File: src/design/pss_pkg.sv
package pss_pkg;
	localparam int SLOT_CNT          = 8;
	localparam int SLOT_W            = 3;
	localparam int SLOT_BYTES        = 2048;
	localparam int CODE_BYTES        = SLOT_CNT * SLOT_BYTES;
	localparam int OFS_W             = 11;
	localparam int ADDR_W            = 14;
	localparam int SP_ADDR_W         = 6;
	localparam logic [5:0] SP_SLOT_LOC = 6'h3F;
	localparam logic [2:0] RESET_SLOT  = 3'h0;
	localparam int CLK_MHZ           = 100;
	localparam int SWITCH_US         = 300;
	localparam int SWITCH_CYC        = SWITCH_US * CLK_MHZ;
	localparam int CNT_W             = 16;

	typedef enum logic [1:0] {
		PSS_RUN    = 2'b00,
		PSS_SWITCH = 2'b01,
		PSS_START  = 2'b10
	} pss_state_t;
endpackage

File: src/design/pss_switcher.sv
// What this block does
// - Code space is eight equal slots of 2 kbytes, 16 kbytes in all, one program per slot.
// - After any reset execution starts in slot zero.
// - A chosen slot stays active until another jump or a reset.
// - A jump starts the target slot at its first instruction.
// - A jump keeps no return address, so the caller cannot be resumed.
// - Pin directions and output latches are untouched by a jump.
// - Variable and scratch-pad RAM are untouched by a jump.
// - Slot numbers above seven wrap modulo eight.
// - The active slot number reads back at scratch-pad location 63.
// - The jump operand is a run-time value nominally zero to seven.
module pss_switcher
	import pss_pkg::*;
#(
	parameter int SWITCH_CYCLES = SWITCH_CYC
)(
	// clock and reset
	input  wire logic                 core_clk,
	input  wire logic                 rst_b,
	input  wire logic                 clk_en,
	// jump command from the core
	input  wire logic                 jump_req,
	input  wire logic [15:0]          jump_slot,
	output logic                      jump_busy,
	// program counter within slot
	input  wire logic [OFS_W-1:0]     pc_ofs,
	output logic                      pc_restart,
	output logic                      exec_en,
	output logic [ADDR_W-1:0]         code_addr,
	// scratch-pad read path
	input  wire logic [SP_ADDR_W-1:0] sp_rd_addr,
	input  wire logic [7:0]           sp_mem_data,
	output logic [7:0]                sp_rd_data,
	// current slot
	output logic [SLOT_W-1:0]         cur_slot
);
	pss_state_t       state_r, state_nxt;
	logic [SLOT_W-1:0] slot_r, slot_nxt;
	logic [CNT_W-1:0]  cnt_r, cnt_nxt;
	logic              restart_r, restart_nxt;

	localparam logic [CNT_W-1:0] CNT_LAST = CNT_W'(SWITCH_CYCLES - 1);

	always_comb begin
		state_nxt   = state_r;
		slot_nxt    = slot_r;
		cnt_nxt     = cnt_r;
		restart_nxt = 1'b0;
		case (state_r)
			PSS_RUN: begin
				if (jump_req) begin
					// low bits only: wraps modulo eight
					slot_nxt  = jump_slot[SLOT_W-1:0];
					cnt_nxt   = '0;
					state_nxt = PSS_SWITCH; // no return address kept
				end
			end
			PSS_SWITCH: begin
				if (cnt_r == CNT_LAST) begin
					state_nxt   = PSS_START; // fixed latency
					restart_nxt = 1'b1;
				end else begin
					cnt_nxt = cnt_r + CNT_W'(1);
				end
			end
			PSS_START: begin
				state_nxt = PSS_RUN; // target slot runs until next jump
			end
			default: begin
				state_nxt = PSS_RUN;
			end
		endcase
	end

	always_ff @(posedge core_clk) begin
		if (!rst_b) begin
			state_r   <= PSS_RUN;
			slot_r    <= RESET_SLOT;
			cnt_r     <= '0;
			restart_r <= 1'b1;
		end else if (clk_en) begin
			state_r   <= state_nxt;
			slot_r    <= slot_nxt;
			cnt_r     <= cnt_nxt;
			restart_r <= restart_nxt;
		end
	end

	// pins, latches and RAM live outside; nothing here touches them
	assign jump_busy  = (state_r != PSS_RUN);
	assign exec_en    = (state_r == PSS_RUN) && !restart_r;
	assign pc_restart = restart_r; // start at offset zero
	assign cur_slot   = slot_r;

	// slot number overlays location 63
	always_comb begin
		if (sp_rd_addr == SP_SLOT_LOC) begin
			sp_rd_data = {5'h00, slot_r};
		end else begin
			sp_rd_data = sp_mem_data;
		end
	end

	pss_slot_addr u_addr (
		.slot      (slot_r),
		.ofs       (restart_r ? '0 : pc_ofs),
		.code_addr (code_addr)
	);
endmodule

File: src/design/pss_slot_addr.sv
module pss_slot_addr
	import pss_pkg::*;
(
	// slot and offset
	input  wire logic [SLOT_W-1:0] slot,
	input  wire logic [OFS_W-1:0]  ofs,
	// code memory address
	output logic      [ADDR_W-1:0] code_addr
);
	assign code_addr = {slot, ofs};
endmodule

File: config.mk
export PLATFORM = sky130hd
export DESIGN_NAME = pss_switcher
export DESIGN_NICKNAME = d
export VERILOG_FILES = /design/src/design/pss_pkg.sv /design/src/design/pss_switcher.sv /design/src/design/pss_slot_addr.sv
export SDC_FILE = /design/constraint.sdc
export NUM_CORES = 1
export LEC_CHECK = 0
export ABC_AREA = 1
export BUFFER_PORTS_ARGS = -buffer_cell sky130_fd_sc_hd__buf_2
export CORE_MARGIN = 2
export CORE_UTILIZATION = 45
export CTS_BUF_LIST = sky130_fd_sc_hd__clkbuf_8
export CTS_CLUSTER_DIAMETER = 100
export DETAILED_ROUTE_END_ITERATION = 8
export PLACE_DENSITY = 0.84
export SYNTH_ARGS = -nofsm -noshare
export SYNTH_HDL_FRONTEND = slang
export SYNTH_SLANG_ARGS = --single-unit
File: constraint.sdc
create_clock -name core_clk -period 1.72 [get_ports core_clk]
set_input_delay 0.172 -clock core_clk [delete_from_list [all_inputs] [get_ports core_clk]]
set_output_delay 0.172 -clock core_clk [all_outputs]
set_load 0.005 [all_outputs]
==> flow_metrics.tcl <==
set metrics [dict create \
    criticalPathCategory "flip-flop to flip-flop" \
    critPathLaunchType "flip-flop" \
    drtIter0Drc 115 \
    ys_seq_area_share_pct 26.27 \
    first_pass_iters 4 \
    synth_cells 291 \
    timing.fmax_mhz 659.9 \
    power_density_nw_per_um2 595.4 \
    cts_buffer_depth 2 \
    antenna_found_initial 0 \
    critPathRequiredTime_ns 1.90 \
    die_w_um 65.04 \
    hp-class "input port to flip-flop" \
    start_util_pct 46.14 \
    ant_nets 0 \
    fin_crit_sh_pct 88.11 \
    peakVddDrop_v 0.0003697 \
    grt_first_pass_wirelength_um 6734 \
    dieArea_um2 4230 \
    min_period_ns 1.515 \
    num_rows 22 \
    crit_buf_inv 2 \
    die-height_um 65.04 \
    vias 1839 \
    post-cts-setup-buffers 0 \
    numCtsBuffers 3 \
    drc_errors 0 \
    syn_area_per_cell_um2 5.762 \
    syn_nets 337 \
    nets 397 \
    io_pins 73 \
    vias_per_cell 4.621 \
    gp_congestion 0.8306 \
    crit_fanout 7 \
    drive_gt1_share_pct 24.57 \
    grt_pass1_vias 1590 \
    ys_seq_elements 22 \
    cp-end-kind "flip-flop" \
    critPathMaxStageDelay_ns 0.38 \
    grt.total_usage_pct 19.54 \
    path_clk_slew_ns 0.08 \
    cp.depth 9 \
    rsz0062_at_grt "no" \
    cts_num_sinks 22 \
    grt_max_degree 18 \
    worst_slew_pin_slew_ns 0.3971 \
    gr-total-overflow 0 \
    finalSetupTns_ns 0 \
    port_buffers 59 \
    worstPathCellList "ha_1 -> nand3_2 -> nor2_4 -> nand3_4 -> buf_4 -> nand3_1 -> nand2_1 -> nand2_1 -> inv_1" \
    crit_slowest_cell "dfxtp_1" \
    routed_wirelength_um 3862 \
    wl_per_cell_um 9.704 \
    yosysWarningCount 0 \
    slew_headroom_pct 73.49 \
    syn2layout_area_growth_pct 23.21 \
    arrival_ns 1.69 \
    leakage_nw 1.051 \
    whs_path_depth 3 \
    drv_slew 0 \
    cts_tree "yes" \
    setup_viol 0 \
    finalWorstSetupSlack_ns 0.2045 \
    diodes 0 \
    synthDistinctLibCells 28 \
    syn_area_um2 1677 \
    place_inst 394 \
    fillCellCount 362 \
    cp_top_family "simple AND/OR/NAND/NOR gates" \
    final_common_cell "nand2_1" \
    dpl_worst_slack_ns 0.1644 \
    crit_top_cell "nand2_1" \
    dp_hpwl_um 2963 \
    fin_skew_ns 0.005076 \
    status "finished clean" \
    final_cell_count_no_fill 398 \
    core_area_um2 3633 \
    clock_latency_ns 0.27 \
    cts_root_buf "clkbuf_8" \
    maxCapViolations 0 \
    cts_max_level 1 \
    layout_common_cells "nand2_1, nor2_1, buf_2" \
    ff2ff_path_depth 9 \
    finalHoldViolCount 0 \
]
stage by stage:
step	power [mW]	hold slack [ns]	utilization (%)	cell area, um2
4_1_cts	1.241	0.1279	56.65	2058
5_1_grt	1.296	0.1455	56.85	2066
3_3_place_gp	0.7508	0.3963	54.68	1987
2_1_floorplan	0.6892	0.3069	-	1677
3_5_place_dp	0.7574	0.4027	54.68	1987
6_report	1.230	0.1261	56.85	2066
power by group:
group          leakage [nW]  switching, mW  internal [mW]
clock                0.0357          0.176          0.311
combinational         0.837          0.112         0.0937
sequential            0.179         0.0153          0.521
layer usage:
metal / wire (um) / vias up / share of wire, % / global-route usage [%]
met5: 0 / - / 0 / 0
met1: 1721 / 787 / 45 / 26.70
met4: 30 / 0 / 0.78 / 5.469
li1: - / 990 / - / -
met3: 258 / 5 / 6.7 / 1.910
met2: 1851 / 57 / 48 / 32.73
worst min-delay path, delay by kind of cell:
family | cells | cell delay, ns
simple gates | 2 | 0.11
buf+inv | 1 | 0.07
kinds of logic after synthesis:
group                    count (synthesis)  synth area share (%)
AND/OR/NAND/NOR                        188                 48.96
buffers and inverters                   63                 18.13
flip-flops                              22                 26.27
AO/OA/AOI/OAI                           15                 4.851
XOR/XNOR                                 2                 1.045
adder cells (fa/ha/maj)                  1                0.7461
cell type report:
type | count | area [um2] | area share (%)
multi-input combinational | 206 | 939.7 | 45.49
sequential | 22 | 440.4 | 21.32
timing repair buffer | 65 | 352.8 | 17.08
inverter | 53 | 201.4 | 9.752
tap | 48 | 60.06 | 2.907
clock buffer | 3 | 41.29 | 1.999
clock inverter | 1 | 30.03 | 1.454
registers in the layout, summed over array words and instances, names as in the netlist:
name	count
cur_slot	3
cnt_r	16
state_r	2
pc_restart	1
synthesized netlist by cell type, drive strengths merged:
| master | count | area, um2 |
|---|---|---|
| nand2 | 87 | 336.6 |
| nor2 | 68 | 267.8 |
| inv | 52 | 197.7 |
| nand3 | 25 | 162.7 |
| dfxtp | 22 | 440.4 |
| a21oi | 9 | 45.04 |
| buf | 7 | 81.33 |
| o21ai | 5 | 28.78 |
| nand4 | 4 | 25.02 |
| clkbuf | 3 | 21.27 |
| xor2 | 2 | 17.52 |
| and2 | 1 | 8.760 |
| clkinv | 1 | 3.750 |
| ha | 1 | 12.51 |
| nand3b | 1 | 7.510 |
| nor3 | 1 | 5.000 |
| nor3b | 1 | 7.510 |
| o211ai | 1 | 7.510 |
path summary, 6_finish.rpt:
kind / from / to / slack (ns)
setup / recovery: cnt_r[1] / cnt_r[6] / 0.20
hold / removal: jump_slot[2] / cur_slot[2] / 0.13
setup reg to reg: cnt_r[1] / cnt_r[6] / 0.20
hold reg to reg: cnt_r[1] / cnt_r[1] / 0.53
what timing repair did:
item / 4_1_cts / 5_1_grt
resized for setup: 0 / 2
hold endpoints to repair: 0 / 0
endpoints found under the setup margin: 0 / 3
hold buffers: 0 / 0
(Power assumes the default switching activity.)
